==> config.mk <==
export PLATFORM = sky130hd
export DESIGN_NAME = pcu_position_capture
export DESIGN_NICKNAME = d
export VERILOG_FILES = /design/src/rtl/pcu_pkg.sv /design/src/rtl/pcu_chan_if.sv /design/src/rtl/pcu_position_capture.sv /design/src/rtl/pcu_capture_channel.sv
export VERILOG_INCLUDE_DIRS = /design/src /design/src/rtl
export SDC_FILE = /design/constraint.sdc
export NUM_CORES = 1
export LEC_CHECK = 0
export ABC_AREA = 1
export ABC_CLOCK_PERIOD_IN_PS = 2100
export CAP_MARGIN = 10
export CORE_ASPECT_RATIO = 1.4
export CORE_UTILIZATION = 30
export DETAILED_ROUTE_END_ITERATION = 10
export DONT_BUFFER_PORTS = 1
export PLACE_DENSITY_LB_ADDON = 0.08
export SYNTH_ARGS = -nofsm -noshare
export SYNTH_HDL_FRONTEND = slang
export SYNTH_SLANG_ARGS = --single-unit
export TNS_END_PERCENT = 100
==> constraint.sdc <==
create_clock -name sys_clk -period 2.1 [get_ports sys_clk]
set_input_delay 0.21 -clock sys_clk [delete_from_list [all_inputs] [get_ports sys_clk]]
set_output_delay 0.21 -clock sys_clk [all_outputs]
set_load 0.01 [all_outputs]
==> src/rtl/pcu_map.svh <==
// register offsets, reset values and field codes of the position capture unit
`ifndef PCU_MAP_SVH
`define PCU_MAP_SVH
`define PCU_OFS_STATUS 16'h0A02
`define PCU_OFS_FIRST_CAPTURE_INPUT_EDGE 16'h0A04
`define PCU_OFS_SECOND_CAPTURE_INPUT_EDGE 16'h0A06
`define PCU_OFS_FIRST_CAPTURE_INPUT_ACT 16'h0A08
`define PCU_OFS_SECOND_CAPTURE_INPUT_ACT 16'h0A0A
`define PCU_OFS_FIRST_CAPTURE_INPUT_POS 16'h0A0C
`define PCU_OFS_SECOND_CAPTURE_INPUT_POS 16'h0A0E
`define PCU_OFS_FIRST_CAPTURE_INPUT_CNT 16'h0A10
`define PCU_OFS_SECOND_CAPTURE_INPUT_CNT 16'h0A12
`define PCU_RST_EDGE 1'h0
`define PCU_RST_STATUS 3'h0
`define PCU_BIT_FIRST_CAPTURE_INPUT 0
`define PCU_BIT_SECOND_CAPTURE_INPUT 1
`define PCU_BIT_INDEX 2
`define PCU_CODE_STOP 16'h0000
`define PCU_CODE_ONCE 16'h0001
`define PCU_CODE_CONT 16'h0002
`define PCU_EDGE_FALL 1'h0
`define PCU_EDGE_RISE 1'h1
`endif

==> src/rtl/pcu_pkg.sv <==
// types of the position capture unit
package pcu_pkg;
   typedef enum logic [1:0] {
      PCU_IDLE = 2'h0,
      PCU_ONCE = 2'h1,
      PCU_CONT = 2'h3
   } pcu_mode_e;
   typedef logic [1:0] pcu_code_t;
endpackage

==> src/rtl/pcu_chan_if.sv <==
// carrier between register side and one capture channel
`timescale 1ns/10ps
interface pcu_chan_if #(parameter int POS_W = 32, parameter int CNT_W = 16);
   logic activateWr;
   pcu_pkg::pcu_code_t activateCode;
   logic fieldbusMode;
   logic edgeSel;
   logic capIn;
   logic signed [POS_W-1:0] actualPos;
   logic shiftValid;
   logic signed [POS_W-1:0] shift;
   logic signed [POS_W-1:0] position;
   logic [CNT_W-1:0] count;
   logic done;
   pcu_pkg::pcu_code_t modeCode;
   logic armAccepted;
   modport chan (input activateWr, activateCode, fieldbusMode, edgeSel, capIn, actualPos,
      shiftValid, shift, output position, count, done, modeCode, armAccepted);
   modport ctrl (output activateWr, activateCode, fieldbusMode, edgeSel, capIn, actualPos,
      shiftValid, shift, input position, count, done, modeCode, armAccepted);
endinterface

==> src/rtl/pcu_position_capture.sv <==
// position capture unit: parameter port, status word and two capture channels
//
// Function
// - activation code 0 cancels, 1 starts a single capture, 2 starts continuous capture.
// - single capture stops after its first latch, continuous runs until cancelled.
// - capture may be armed only in fieldbus control mode and the master keeps to that.
// - edge select 0 captures on falling edge, 1 on rising edge, default 0.
// - a 16-bit event counter counts captures and clears whenever the unit is armed.
// - the captured value is the signed 32-bit actual position at the trigger.
// - the captured value follows each position-setting or homing change of reference, except one arriving in the cycle of a latch.
// - the read-only status word flags captures: bit 0 input 1, bit 1 input 2, bit 2 index.
// - the first capture unit behaves the same, clearing its own counter on arming.
`timescale 1ns/10ps
`include "pcu_map.svh"
module pcu_position_capture #(
   parameter int POS_W = 32,
   parameter int CNT_W = 16
) (
   input wire logic sys_clk,
   input wire logic resetn,
   input wire logic [15:0] parAddr,
   input wire logic parWrite,
   input wire logic parRead,
   input wire logic [31:0] parWdata,
   output logic [31:0] parRdata,
   output logic parAck,
   output logic parError,
   input wire logic first_capture_input,
   input wire logic second_capture_input,
   input wire logic indexCaptureDone,
   input wire logic fieldbusMode,
   input wire logic signed [POS_W-1:0] actualPosition,
   input wire logic posRefShiftValid,
   input wire logic signed [POS_W-1:0] posRefShift,
   output logic [1:0] capture1Mode,
   output logic [1:0] capture2Mode
);
   // ------------------------------------------------------------
   // parameter checks
   // ------------------------------------------------------------
   if (POS_W != 32 || CNT_W < 1 || CNT_W > 16) begin : g_bad_width
      $error("pcu_position_capture: unsupported width");
   end

   pcu_chan_if #(.POS_W(POS_W), .CNT_W(CNT_W)) c1 ();
   pcu_chan_if #(.POS_W(POS_W), .CNT_W(CNT_W)) c2 ();

   logic edgeSel1;
   logic edgeSel2;
   logic indexDone;
   logic act1Wr;
   logic act2Wr;
   logic codeValid;
   logic codeRefused;
   logic mapped;
   logic readOnly;
   logic [31:0] next_rdata;

   function automatic logic at(input logic [15:0] a, input logic [15:0] ofs);
      at = (a == ofs);
   endfunction

   // ------------------------------------------------------------
   // write decode
   // ------------------------------------------------------------
   assign codeValid = (parWdata[15:0] == `PCU_CODE_STOP) || (parWdata[15:0] == `PCU_CODE_ONCE) ||
      (parWdata[15:0] == `PCU_CODE_CONT);
   assign codeRefused = !codeValid || (parWdata[15:0] != `PCU_CODE_STOP && !fieldbusMode);
   assign act1Wr = parWrite && at(parAddr, `PCU_OFS_FIRST_CAPTURE_INPUT_ACT) && codeValid;
   assign act2Wr = parWrite && at(parAddr, `PCU_OFS_SECOND_CAPTURE_INPUT_ACT) && codeValid;
   assign mapped = at(parAddr, `PCU_OFS_STATUS) || at(parAddr, `PCU_OFS_FIRST_CAPTURE_INPUT_EDGE) ||
      at(parAddr, `PCU_OFS_SECOND_CAPTURE_INPUT_EDGE) || at(parAddr, `PCU_OFS_FIRST_CAPTURE_INPUT_ACT) ||
      at(parAddr, `PCU_OFS_SECOND_CAPTURE_INPUT_ACT) || at(parAddr, `PCU_OFS_FIRST_CAPTURE_INPUT_POS) ||
      at(parAddr, `PCU_OFS_SECOND_CAPTURE_INPUT_POS) || at(parAddr, `PCU_OFS_FIRST_CAPTURE_INPUT_CNT) ||
      at(parAddr, `PCU_OFS_SECOND_CAPTURE_INPUT_CNT);
   assign readOnly = at(parAddr, `PCU_OFS_STATUS) || at(parAddr, `PCU_OFS_FIRST_CAPTURE_INPUT_POS) ||
      at(parAddr, `PCU_OFS_SECOND_CAPTURE_INPUT_POS) || at(parAddr, `PCU_OFS_FIRST_CAPTURE_INPUT_CNT) ||
      at(parAddr, `PCU_OFS_SECOND_CAPTURE_INPUT_CNT);

   always_ff @(posedge sys_clk or negedge resetn) begin
      if (!resetn) begin
         edgeSel1 <= `PCU_RST_EDGE;
         edgeSel2 <= `PCU_RST_EDGE;
      end else if (parWrite && parWdata[15:1] == 15'h0000) begin
         if (at(parAddr, `PCU_OFS_FIRST_CAPTURE_INPUT_EDGE)) begin
            edgeSel1 <= parWdata[0];
         end
         if (at(parAddr, `PCU_OFS_SECOND_CAPTURE_INPUT_EDGE)) begin
            edgeSel2 <= parWdata[0];
         end
      end
   end

   // ------------------------------------------------------------
   // channel hookup
   // ------------------------------------------------------------
   assign c1.activateWr = act1Wr;
   assign c1.activateCode = parWdata[1:0];
   assign c1.fieldbusMode = fieldbusMode;
   assign c1.edgeSel = edgeSel1;
   assign c1.capIn = first_capture_input;
   assign c1.actualPos = actualPosition;
   assign c1.shiftValid = posRefShiftValid;
   assign c1.shift = posRefShift;
   assign c2.activateWr = act2Wr;
   assign c2.activateCode = parWdata[1:0];
   assign c2.fieldbusMode = fieldbusMode;
   assign c2.edgeSel = edgeSel2;
   assign c2.capIn = second_capture_input;
   assign c2.actualPos = actualPosition;
   assign c2.shiftValid = posRefShiftValid;
   assign c2.shift = posRefShift;

   pcu_capture_channel #(.POS_W(POS_W), .CNT_W(CNT_W)) u_first_capture_input (
      .sys_clk(sys_clk),
      .resetn(resetn),
      .ch(c1.chan)
   );
   pcu_capture_channel #(.POS_W(POS_W), .CNT_W(CNT_W)) u_second_capture_input (
      .sys_clk(sys_clk),
      .resetn(resetn),
      .ch(c2.chan)
   );

   assign capture1Mode = c1.modeCode;
   assign capture2Mode = c2.modeCode;

   always_ff @(posedge sys_clk or negedge resetn) begin
      if (!resetn) begin
         indexDone <= 1'h0;
      end else begin
         indexDone <= indexCaptureDone;
      end
   end

   // ------------------------------------------------------------
   // read mux and answer
   // ------------------------------------------------------------
   always_comb begin
      next_rdata = 32'h00000000;
      if (at(parAddr, `PCU_OFS_STATUS)) begin
         next_rdata[`PCU_BIT_FIRST_CAPTURE_INPUT] = c1.done;
         next_rdata[`PCU_BIT_SECOND_CAPTURE_INPUT] = c2.done;
         next_rdata[`PCU_BIT_INDEX] = indexDone;
      end else if (at(parAddr, `PCU_OFS_FIRST_CAPTURE_INPUT_EDGE)) begin
         next_rdata[0] = edgeSel1;
      end else if (at(parAddr, `PCU_OFS_SECOND_CAPTURE_INPUT_EDGE)) begin
         next_rdata[0] = edgeSel2;
      end else if (at(parAddr, `PCU_OFS_FIRST_CAPTURE_INPUT_ACT)) begin
         next_rdata[1:0] = c1.modeCode;
      end else if (at(parAddr, `PCU_OFS_SECOND_CAPTURE_INPUT_ACT)) begin
         next_rdata[1:0] = c2.modeCode;
      end else if (at(parAddr, `PCU_OFS_FIRST_CAPTURE_INPUT_POS)) begin
         next_rdata = c1.position;
      end else if (at(parAddr, `PCU_OFS_SECOND_CAPTURE_INPUT_POS)) begin
         next_rdata = c2.position;
      end else if (at(parAddr, `PCU_OFS_FIRST_CAPTURE_INPUT_CNT)) begin
         next_rdata[CNT_W-1:0] = c1.count;
      end else if (at(parAddr, `PCU_OFS_SECOND_CAPTURE_INPUT_CNT)) begin
         next_rdata[CNT_W-1:0] = c2.count;
      end
   end

   always_ff @(posedge sys_clk or negedge resetn) begin
      if (!resetn) begin
         parRdata <= 32'h00000000;
         parAck <= 1'h0;
         parError <= 1'h0;
      end else begin
         parAck <= parRead || parWrite;
         if (parRead) begin
            parRdata <= next_rdata;
            parError <= !mapped;
         end else if (parWrite) begin
            parError <= !mapped || readOnly ||
               ((at(parAddr, `PCU_OFS_FIRST_CAPTURE_INPUT_ACT) || at(parAddr, `PCU_OFS_SECOND_CAPTURE_INPUT_ACT)) && codeRefused) ||
               ((at(parAddr, `PCU_OFS_FIRST_CAPTURE_INPUT_EDGE) || at(parAddr, `PCU_OFS_SECOND_CAPTURE_INPUT_EDGE)) &&
               parWdata[15:1] != 15'h0000);
         end else begin
            parError <= 1'h0;
         end
      end
   end

   // ------------------------------------------------------------
   // assertions
   // ------------------------------------------------------------
   property p_cancel;
      @(posedge sys_clk) disable iff (!resetn)
      (act2Wr && parWdata[1:0] == 2'h0) |=> capture2Mode == 2'h0;
   endproperty
   a_cancel: assert property (p_cancel) else $error("cancel did not stop capture");

   property p_arm_cont;
      @(posedge sys_clk) disable iff (!resetn)
      (act2Wr && parWdata[1:0] == 2'h2 && fieldbusMode) |=> capture2Mode == 2'h2;
   endproperty
   a_arm_cont: assert property (p_arm_cont) else $error("continuous not started");

   property p_once_ends;
      @(posedge sys_clk) disable iff (!resetn)
      (capture2Mode == 2'h1 && c2.count == 16'h0000 ##1 c2.count == 16'h0001 && !$past(act2Wr))
         |-> capture2Mode == 2'h0;
   endproperty
   a_once_ends: assert property (p_once_ends) else $error("single shot kept running");

   property p_no_arm;
      @(posedge sys_clk) disable iff (!resetn)
      (parWrite && !fieldbusMode && capture2Mode == 2'h0) |=> capture2Mode == 2'h0;
   endproperty
   a_no_arm: assert property (p_no_arm) else $error("armed outside fieldbus mode");

   property p_edge_fall;
      @(posedge sys_clk) disable iff (!resetn)
      (!$past(edgeSel2) && $rose(c2.count[0]))
         |-> $past(second_capture_input, 4) && !$past(second_capture_input, 3);
   endproperty
   a_edge_fall: assert property (p_edge_fall) else $error("falling edge not honoured");

   property p_count_clear;
      @(posedge sys_clk) disable iff (!resetn)
      c2.armAccepted |=> c2.count == 16'h0000 && c2.done == $past(u_second_capture_input.hit);
   endproperty
   a_count_clear: assert property (p_count_clear) else $error("count not cleared");

   property p_latch;
      @(posedge sys_clk) disable iff (!resetn)
      (capture2Mode != 2'h0 && !act2Wr ##1 c2.count != $past(c2.count))
         |-> c2.position == $past(actualPosition) && c2.done;
   endproperty
   a_latch: assert property (p_latch) else $error("position not latched");

   property p_shift;
      @(posedge sys_clk) disable iff (!resetn)
      (posRefShiftValid && !u_second_capture_input.hit) |=>
         c2.position == POS_W'($past(c2.position) + $past(posRefShift));
   endproperty
   a_shift: assert property (p_shift) else $error("position not recomputed");

   property p_status;
      @(posedge sys_clk) disable iff (!resetn)
      (parRead && at(parAddr, `PCU_OFS_STATUS)) |=>
         parRdata[2:0] == {$past(indexDone), $past(c2.done), $past(c1.done)};
   endproperty
   a_status: assert property (p_status) else $error("status word wrong");

   property p_unit1_clear;
      @(posedge sys_clk) disable iff (!resetn)
      c1.armAccepted |=> c1.count == 16'h0000;
   endproperty
   a_unit1_clear: assert property (p_unit1_clear) else $error("unit 1 count not cleared");

   property p_sync_delay;
      @(posedge sys_clk) disable iff (!resetn)
      (capture2Mode == 2'h2 && $past(edgeSel2) && $rose(c2.count[0]))
         |-> !$past(second_capture_input, 4) && $past(second_capture_input, 3);
   endproperty
   a_sync_delay: assert property (p_sync_delay) else $error("capture latency wrong");
endmodule

==> src/rtl/pcu_capture_channel.sv <==
// one capture channel: input sync, edge detect, latch, counter
`timescale 1ns/10ps
`include "pcu_map.svh"
module pcu_capture_channel #(
   parameter int POS_W = 32,
   parameter int CNT_W = 16
) (
   input wire logic sys_clk,
   input wire logic resetn,
   pcu_chan_if.chan ch
);
   pcu_pkg::pcu_mode_e mode;
   pcu_pkg::pcu_mode_e next_mode;
   logic capMeta;
   logic capSync;
   logic capPrev;
   logic hit;
   logic armOk;

   // ------------------------------------------------------------
   // input synchroniser
   // ------------------------------------------------------------
   // two flops then edge
   always_ff @(posedge sys_clk or negedge resetn) begin
      if (!resetn) begin
         capMeta <= 1'h0;
         capSync <= 1'h0;
         capPrev <= 1'h0;
      end else begin
         capMeta <= ch.capIn;
         capSync <= capMeta;
         capPrev <= capSync;
      end
   end

   assign hit = (mode != pcu_pkg::PCU_IDLE) &&
      ((ch.edgeSel == `PCU_EDGE_RISE) ? (capSync & ~capPrev) : (~capSync & capPrev));
   assign armOk = ch.activateWr && ch.fieldbusMode &&
      (ch.activateCode == 2'h1 || ch.activateCode == 2'h2);
   assign ch.armAccepted = armOk;

   // ------------------------------------------------------------
   // mode
   // ------------------------------------------------------------
   always_comb begin
      next_mode = mode;
      if (ch.activateWr && ch.activateCode == 2'h0) begin
         next_mode = pcu_pkg::PCU_IDLE;
      end else if (armOk) begin
         next_mode = (ch.activateCode == 2'h1) ? pcu_pkg::PCU_ONCE : pcu_pkg::PCU_CONT;
      end else begin
         case (mode)
            pcu_pkg::PCU_ONCE: begin
               if (hit) begin
                  next_mode = pcu_pkg::PCU_IDLE;
               end
            end
            pcu_pkg::PCU_CONT: next_mode = pcu_pkg::PCU_CONT;
            pcu_pkg::PCU_IDLE: next_mode = pcu_pkg::PCU_IDLE;
            default: next_mode = pcu_pkg::PCU_IDLE;
         endcase
      end
   end

   always_ff @(posedge sys_clk or negedge resetn) begin
      if (!resetn) begin
         mode <= pcu_pkg::PCU_IDLE;
      end else begin
         mode <= next_mode;
      end
   end

   assign ch.modeCode = (mode == pcu_pkg::PCU_CONT) ? 2'h2 :
      (mode == pcu_pkg::PCU_ONCE) ? 2'h1 : 2'h0;

   // ------------------------------------------------------------
   // counter, position, done flag
   // ------------------------------------------------------------
   // clear on arm, count hits
   always_ff @(posedge sys_clk or negedge resetn) begin
      if (!resetn) begin
         ch.count <= '0;
      end else if (armOk) begin
         ch.count <= '0;
      end else if (hit) begin
         ch.count <= ch.count + 1'b1;
      end
   end

   always_ff @(posedge sys_clk or negedge resetn) begin
      if (!resetn) begin
         ch.position <= '0;
      end else if (hit) begin
         ch.position <= ch.actualPos;
      end else if (ch.shiftValid) begin
         ch.position <= ch.position + ch.shift;
      end
   end

   // set wins over clear on arm
   always_ff @(posedge sys_clk or negedge resetn) begin
      if (!resetn) begin
         ch.done <= 1'h0;
      end else if (hit) begin
         ch.done <= 1'h1;
      end else if (armOk) begin
         ch.done <= 1'h0;
      end
   end
endmodule

==> results of run 1 <==
[through the flow]
stage / hold slack, ps / worst slack (ps) / TNS (ps) / util [%]
after floorplan: -85.6 / 154 / 0 / -
after global placement: -75.2 / -150 / -628 / 35.8
after detailed placement: -74.4 / -193 / -774 / 35.8
after CTS: -572 / -24.7 / -24.7 / 37.9
after global routing: -572 / -110 / -473 / 39.6
final: -549 / 32.7 / 0 / 39.6
[path summary, 6_finish.rpt]
kind	startpoint	end	slack, ps	depth (start not counted)
max	u_second_capture_input.ch.position[0]	u_second_capture_input.ch.position[22]	30	13
min	resetn	parRdata[12]	-550	0
max reg2reg	u_second_capture_input.ch.position[0]	u_second_capture_input.ch.position[22]	30	13
min reg2reg	u_first_capture_input.capMeta	u_first_capture_input.capSync	350	0
max in group asynchronous	resetn	parRdata[29]	2340	0
min in group sys_clk	actualPosition[13]	u_first_capture_input.ch.position[13]	10	2
[area by class of cell]
type / instances / area, sq um / share of cell area, %
flip-flops and latches: 145 / 3630 / 24.3
well taps: 473 / 592 / 3.96
inverters: 230 / 863 / 5.78
clock inverters: 12 / 121 / 0.812
multi-input cells: 1260 / 7540 / 50.5
clock buffers: 20 / 447 / 2.99
repair buffers: 217 / 1750 / 11.7
[routing by layer]
layer	part of all wire, %	wire (um)	global-route usage [%]
met5	0	0	0
met4	6.6	3330	16.1
met3	3.4	1710	4.10
met2	53	26600	49.9
met1	37	18800	25.9
[power by group]
group          internal [mW]  leakage, nW  switching, mW
combinational           4.96         5.07           6.17
sequential              3.43         1.78          0.510
clock                   1.68        0.265           1.47
[repair_timing]
item                                    CTS  global route
endpoints found under the setup margin   24            43
pin swaps                                 1            32
hold endpoints to repair                190           145
setup buffers                             0             8
resized for setup                        15           147
[placed cells by master, fill, tap and decap left out, types with 6 or more instances in the layout]
cell           count
nand2_1          415
inv_1            215
buf_4            190
nor2_1           154
dfrtp_1          145
nand3_1           71
a21oi_1           67
o22ai_1           48
ha_1              48
o21ai_0           35
nand4_1           34
o21bai_1          29
o21ai_1           28
o221ai_1          26
a21oi_2           26
nand2_2           24
nand3b_1          23
nor2_2            20
nor3_1            19
dlygate4sd3_1     19
nand3_2           17
xor2_1            17
clkbuf_16         17
o211ai_1          16
xnor2_1           13
ha_4              13
inv_2             10
nor2_4            10
a21o_1             9
o21a_1             9
nor4_1             9
nor3_2             8
ha_2               6
[kinds of logic after synthesis]
| kind of cell | after synthesis | share of synthesized area, % |
|---|---|---|
| and+or+nand+nor | 836 | 32.4 |
| AOI/OAI and AO/OA | 324 | 17.6 |
| buffers and inverters | 261 | 8.75 |
| DFF | 145 | 31.4 |
| adders and majority gates | 69 | 7.60 |
| xor gates and xnor gates | 31 | 2.35 |
[sequential cells by signal, indices dropped and copies added, names as in the netlist, 2 cells and up]
signal / cells
parRdata: 32
u_first_capture_input.ch.position: 32
u_second_capture_input.ch.position: 32
u_first_capture_input.ch.count: 16
u_second_capture_input.ch.count: 16
u_first_capture_input.mode: 2
u_second_capture_input.mode: 2
==> impl_results.md, run 1 <==
* Outcome: finished, violations left
* Violated checks: negative hold slack
* Max-cap violation count at 0
* Layout cells sized above 1 at 21.0%
* Ant diodes at 0
* Avg WL per Cell at 21.4 um
* Die Footprint at 39300 sq um
* Tmin final at 2070 ps
* Final Instance Count excl. Fillers at 2357
* WP data arrival at 2410 ps
* RSZ-0062 raised after global routing: yes
* CTS Buf Count at 17
* Largest net degree at the start of global routing at 146
* Synthesized area at 11600 sq um
* Die Span Y at 234 um
* Power per Cell Area at 1220 nW/um^2
* Worst skew pair latency at 460 ps
* Avg Cell Area, Syn at 6.94 sq um
* Async set-reset flop share out of synthesis at 100%
* First-pass GRT wire length at 74400 um
* Post-synth top area share at 31.4%
* Initial antenna violation count at 0
* Layout area overhead at 29.2%
* DRC marker count from the first detailed-route iteration at 623
* CTS root buffer: clkbuf_16
* Row count at 84
* Vias in the first global route at 12400
* Post-route ant nets at 0
* Count leader, synth: nand2_1
* Final non-filler cell area at 14900 sq um
* Total GRT Usage at 25.9%
* Clock sink count at 145
* Critical path peak fanout at 3
* Slew Limit Fails at 0
* Layout Nets at 2061
* First-pass detailed-route iteration total at 5
* Dominant synthesized flop cell: dfrtp_1
* Critical path required time at 2440 ps
* Final hold vios at 145
* Critical path class: flip-flop to flip-flop
* Synth area leader: dfrtp_1
* CP max stage cell: fa_2
* Tcrit/Tclk final at 98.4%
* Port Buffers at 0
* Clk slew on worst S/H paths at 70 ps
* Core Area at 37700 sq um
* Post-Syn Nets at 1856
* Post-CTS Hold Buffers at 19
* Commonest cells post-synth: nand2_1 (442), inv_1 (218), nor2_1 (170)
* Top Ports at 159
* Worst slew margin at 31.6%
* Unique cell type count in the Yosys netlist at 54
* Clk_skew at 9.58 ps
* Final setup violation count at 0
* Critical path's top delay family: adder cells
* Setup crit end kind: flip-flop
* CP max stage delay at 390 ps
* Post-Synthesis Cells at 1666
* CP startpoint kind: flip-flop
* Cells after DPL at 2298
* Design Power at 18.2 mW
* Longest Clk Path Bufs at 2
* Count of flip-flops with a built-in enable after synthesis at 0
* Detailed Place HPWL at 40700 um
* H-tree Lvls at 4
* Critical path cell sequence: ha_2 -> inv_2 -> fa_2 -> o21ai_4 -> nand2_1 -> nand2_2 -> buf_6 -> nand4_1 -> o211ai_1 -> buf_4 -> nand2_2 -> nand2_1 -> o21bai_1
* CTS tree: yes
* # DRC at 0
* Gr ovfl total at 0
* Chip width at 168 um
* Max VDD drop at 0.728 mV
* Top cells by area, synth: dfrtp_1 (31%), nand2_1 (14%), ha_1 (7.3%)
* Worst hold slack at -549 ps
* P_leak at 7.12 nW
* Initial core utilization at 30.6%
* Seq cells post-synth at 145
* Fillcell total at 4016
* Yosys warning count at 0
* Measured slew at the worst slew-check pin at 1020 ps
* Hold Crit Class: primary input to asynchronous set/reset pin
* Register area share after synthesis at 31.4%
* DP Area at 13500 sq um
* Vias at 12200
* WP buf/inv at 3
* Vias per cell at 5.18
* Max Fclk at 484 MHz
* Routed Wire Length at 50500 um
* Routability Congestion at 0.937
No activity file was read; power rests on OpenSTA's default activity.
==> run 2: changes to the inputs <==
--- a/config.mk
+++ b/config.mk
@@ -13,8 +13,10 @@
 export CORE_UTILIZATION = 30
 export DETAILED_ROUTE_END_ITERATION = 10
 export DONT_BUFFER_PORTS = 1
+export GPL_ROUTABILITY_DRIVEN = 0
 export PLACE_DENSITY_LB_ADDON = 0.08
 export SYNTH_ARGS = -nofsm -noshare
 export SYNTH_HDL_FRONTEND = slang
+export SYNTH_HIERARCHICAL = 1
 export SYNTH_SLANG_ARGS = --single-unit
 export TNS_END_PERCENT = 100
==> run 2 against run 1 <==
The flow still finishes with violations (negative hold slack). Register-to-register slack gained 80 ps. Synthesized cell count grew 23%. Sequential power grew 2%. Setup slack gained 75 ps. Cell area grew 2.3%. Combinational power shrank 13%. Maximum frequency grew 3.8%. Core utilization shrank 3.4 points. Critical path depth shrank 3. Flip-flop and latch count is the same. Clock skew grew 4.4 ps. Critical path type unchanged.
==> impl_results.md, run 2 <==
* Count of flip-flops with a built-in enable after synthesis at 0 (unchanged)
* Chip width at 177 um (+5.3%)
* R2R depth at 10 (-3)
* Vias in the first global route at 13000 (+5.2%)
* Initial core utilization at 30.4% (-0.22 points)
* Synth Area in Compound Gates at 10.8% (-6.8 points)
* Layout Nets at 2328 (+13%)
* Largest net degree at the start of global routing at 146 (unchanged)
* Vias at 13100 (+7.7%)
* CTS Buf Count at 17 (unchanged)
* Vias per cell at 4.87 (-5.9%)
* Setup TNS Final at 0 ps (unchanged)
* Max VDD drop at 0.737 mV (+1.1%)
* Die Span Y at 247 um (+5.3%)
* Violated checks: negative hold slack
* Tmin final at 1990 ps (-75.2 ps)
* Critical path required time at 2440 ps (about the same)
* Async set-reset flop share out of synthesis at 100% (unchanged)
* Final setup violation count at 0 (unchanged)
* Hold Crit Class: primary input to asynchronous set/reset pin
* CP max stage delay at 380 ps (about the same)
* Detailed Place HPWL at 41400 um (+1.9%)
* Initial antenna violation count at 3 (+3)
* Outcome: finished, violations left
* Top Ports at 159 (unchanged)
* Final Instance Count excl. Fillers at 2699 (+15%)
* Critical path's top delay family: adder cells
* Layout area overhead at 19.0%
* Max-cap violation count at 0 (unchanged)
* RSZ-0062 raised after global routing: yes
* Avg WL per Cell at 19.2 um (-10%)
* Final hold vios at 145 (unchanged)
* Worst hold slack at -558 ps (-8.92 ps)
* Commonest non-fill, non-tap cell in the layout: nand2_1
* Total GRT Usage at 24.2% (-1.8 points)
* DRC marker count from the first detailed-route iteration at 784 (+26%)
* Max Fclk at 502 MHz (+3.8%)
* Largest family of logic cells by synthesized area: simple AND/OR/NAND/NOR gates
* Post-synth top area share at 28.3% (-3.1 points)
* Largest regs: parRdata (32), u_first_capture_input/ch.position (32), u_second_capture_input/ch.position (32)
* Count leader, synth: nand2_1
* XOR/XNOR share of the synthesized area at 2.05% (-0.30 points)
* Layout cells sized above 1 at 12.4% (-8.6 points)
* Register area share after synthesis at 28.3% (-3.1 points)
* Power per Cell Area at 1130 nW/um^2 (-7.6%)
* Critical path peak fanout at 3 (unchanged)
* Die Footprint at 43600 sq um (+11%)
* Routed Wire Length at 51900 um (+2.8%)
* CP startpoint: u_first_capture_input/ch.position[0]
* Longest Clk Path Bufs at 2 (unchanged)
* Post-route ant nets at 0 (unchanged)
* Row count at 89 (+6.0%)
* Dominant synthesized flop cell: dfrtp_1
* Clock sink count at 145 (unchanged)
* Post-Synthesis Cells at 2053 (+23%)
* Critical path cell sequence: ha_1 -> fa_2 -> nand3_1 -> nand3_2 -> nand3_2 -> nand3_2 -> buf_4 -> xor2_1 -> nor2_1 -> o21ai_1
* Unique cell type count in the Yosys netlist at 52 (-3.7%)
* Most frequent cells in the layout: nand2_1 (733), inv_1 (314), nor2_1 (146), dfrtp_1 (145), nand3_1 (134)
* Gr ovfl total at 0 (unchanged)
* Cells after DPL at 2630 (+14%)
* Seq cells post-synth at 145 (unchanged)
* Port Buffers at 0 (unchanged)
* Clk slew on worst S/H paths at 70 ps (about the same)
* Slew Limit Fails at 0 (unchanged)
* Most frequent CP cell: nand3_2
* Critical path class: flip-flop to flip-flop
* Setup crit end kind: flip-flop
* Reg2Reg Launch Point: u_first_capture_input/ch.position[0]
* Worst R2R End: u_first_capture_input/ch.position[12]
* Final WS setup at 108 ps (+75.2 ps)
* Tcrit/Tclk final at 94.9% (-3.6 points)
* Post-synthesis simple-gate area fraction at 39.8% (+7.5 points)
* H-tree Lvls at 4 (unchanged)
* Yosys warning count at 6 (+6)
* WP data arrival at 2330 ps (-80 ps)
* CP max stage cell: dfrtp_1
* Worst slew margin at 33.1% (+1.5 points)
* CTS root buffer: clkbuf_16
* Synth area leader: dfrtp_1
* P_leak at 8.32 nW (+17%)
* Worst skew pair latency at 460 ps (about the same)
* Avg Cell Area, Syn at 6.25 sq um (-9.9%)
* Top cells by area, synth: dfrtp_1 (28%), nand2_1 (22%), inv_1 (9.2%)
* Post-synthesis mux area share at 0% (unchanged)
* WP buf/inv at 1 (-2)
* First-pass detailed-route iteration total at 6 (+1)
* # DRC at 0 (unchanged)
* Clk_skew at 14.0 ps (+4.39 ps)
* Post-CTS Hold Buffers at 32 (+13)
* Post-Syn Nets at 2244 (+21%)
* CTS tree: yes
* Fillcell total at 4642 (+16%)
* Post-synthesis adder-cell area fraction at 6.94% (-0.66 points)
* First-pass GRT wire length at 77600 um (+4.3%)
* Measured slew at the worst slew-check pin at 1000 ps (-22.7 ps)
* Synthesized area at 12800 sq um (+11%)
* Core Area at 42200 sq um (+12%)
* R2R Setup Slk at 110 ps (+80 ps)
* Place WS at -21.8 ps (+172 ps)
* Commonest cells post-synth: nand2_1 (759), inv_1 (315), nor2_1 (155)
* CP startpoint kind: flip-flop
[run 2: changes by cell type after synthesis, moves of 15 or more]
cell      change
nor2_1       -15
nand3_1      +63
o21bai_1     -19
a21oi_1      -25
inv_1        +97
o221ai_1     -26
nand2_1     +317
o21ai_0      +20
o22ai_1      -33
nand3b_1     -22
[run 2: worst max-delay path by stage]
| stage | to | cells after the start |
|---|---|---|
| 2_1_floorplan | u_first_capture_input/ch.position[20] | 12 |
| 3_3_place_gp | u_first_capture_input/ch.position[20] | 12 |
| 3_5_place_dp | u_first_capture_input/ch.position[20] | 12 |
| 4_1_cts | u_first_capture_input/ch.position[20] | 12 |
| 5_1_grt | u_second_capture_input/ch.position[21] | 12 |
| 6_report | u_first_capture_input/ch.position[12] | 10 |
[run 2: what timing repair did]
action,in CTS,in global routing
gates resized for setup,2,85
pin swaps,0,4
gates cloned,0,0
setup endpoints to repair,2,35
hold endpoints to repair,214,145
buffers inserted,0,2
[run 2: worst register-to-register path, cell delays in order (launching register included)]
cell and delay, ps:
dfrtp_1 380, ha_1 220, fa_2 350, nand3_1 110, nand3_2 130, nand3_2 100, nand3_2 120, buf_4 170
xor2_1 130, nor2_1 100, o21ai_1 70
[run 2: cell families (layout without fill, tap and decap cells)]
kind of cell               after synthesis  after routing
buffers and inverters                  380            477
adders and majority gates               70             70
and+or+nand+nor                       1190           1190
AOI/OAI and AO/OA                      238            238
other                                    0              3
xor gates and xnor gates                30             30
DFF                                    145            145
[run 2: cell type report]
type	instances	area [sq um]	share of cell area, %
antenna	3	7.51	0.0491
clock buffer	18	429	2.81
clock inverter	14	211	1.38
inverter	330	1250	8.16
multi-input combinational	1528	8040	52.6
sequential	145	3630	23.8
tap	546	683	4.47
timing repair buffer	115	1030	6.75
[run 2: stage by stage]
| step | util (%) | power (mW) | area (sq um) |
|---|---|---|---|
| after detailed placement | 33.0 | 13.1 | 13900 |
| after global placement | 33.0 | 13.0 | 13900 |
| final | 36.2 | 17.2 | 15300 |
| after CTS | 35.2 | 16.8 | 14900 |
| after global routing | 36.2 | 18.8 | 15300 |
| after floorplan | - | 9.98 | 12800 |
[run 2: power breakdown]
part	total [mW]	switching (mW)	internal (mW)
Sequential	4.02	0.610	3.41
Combinational	9.68	5.97	3.71
Clock	3.51	1.40	2.11
Total	17.2	7.98	9.23
[run 2: per-layer routing]
layer  GRT usage [%]  vias up  wire [um]
met5               0        -         10
met4            13.7        2       2910
met3            4.97       93       2610
met2            43.5      322      26300
met1            26.0     6052      20100
li1                -     6675          -
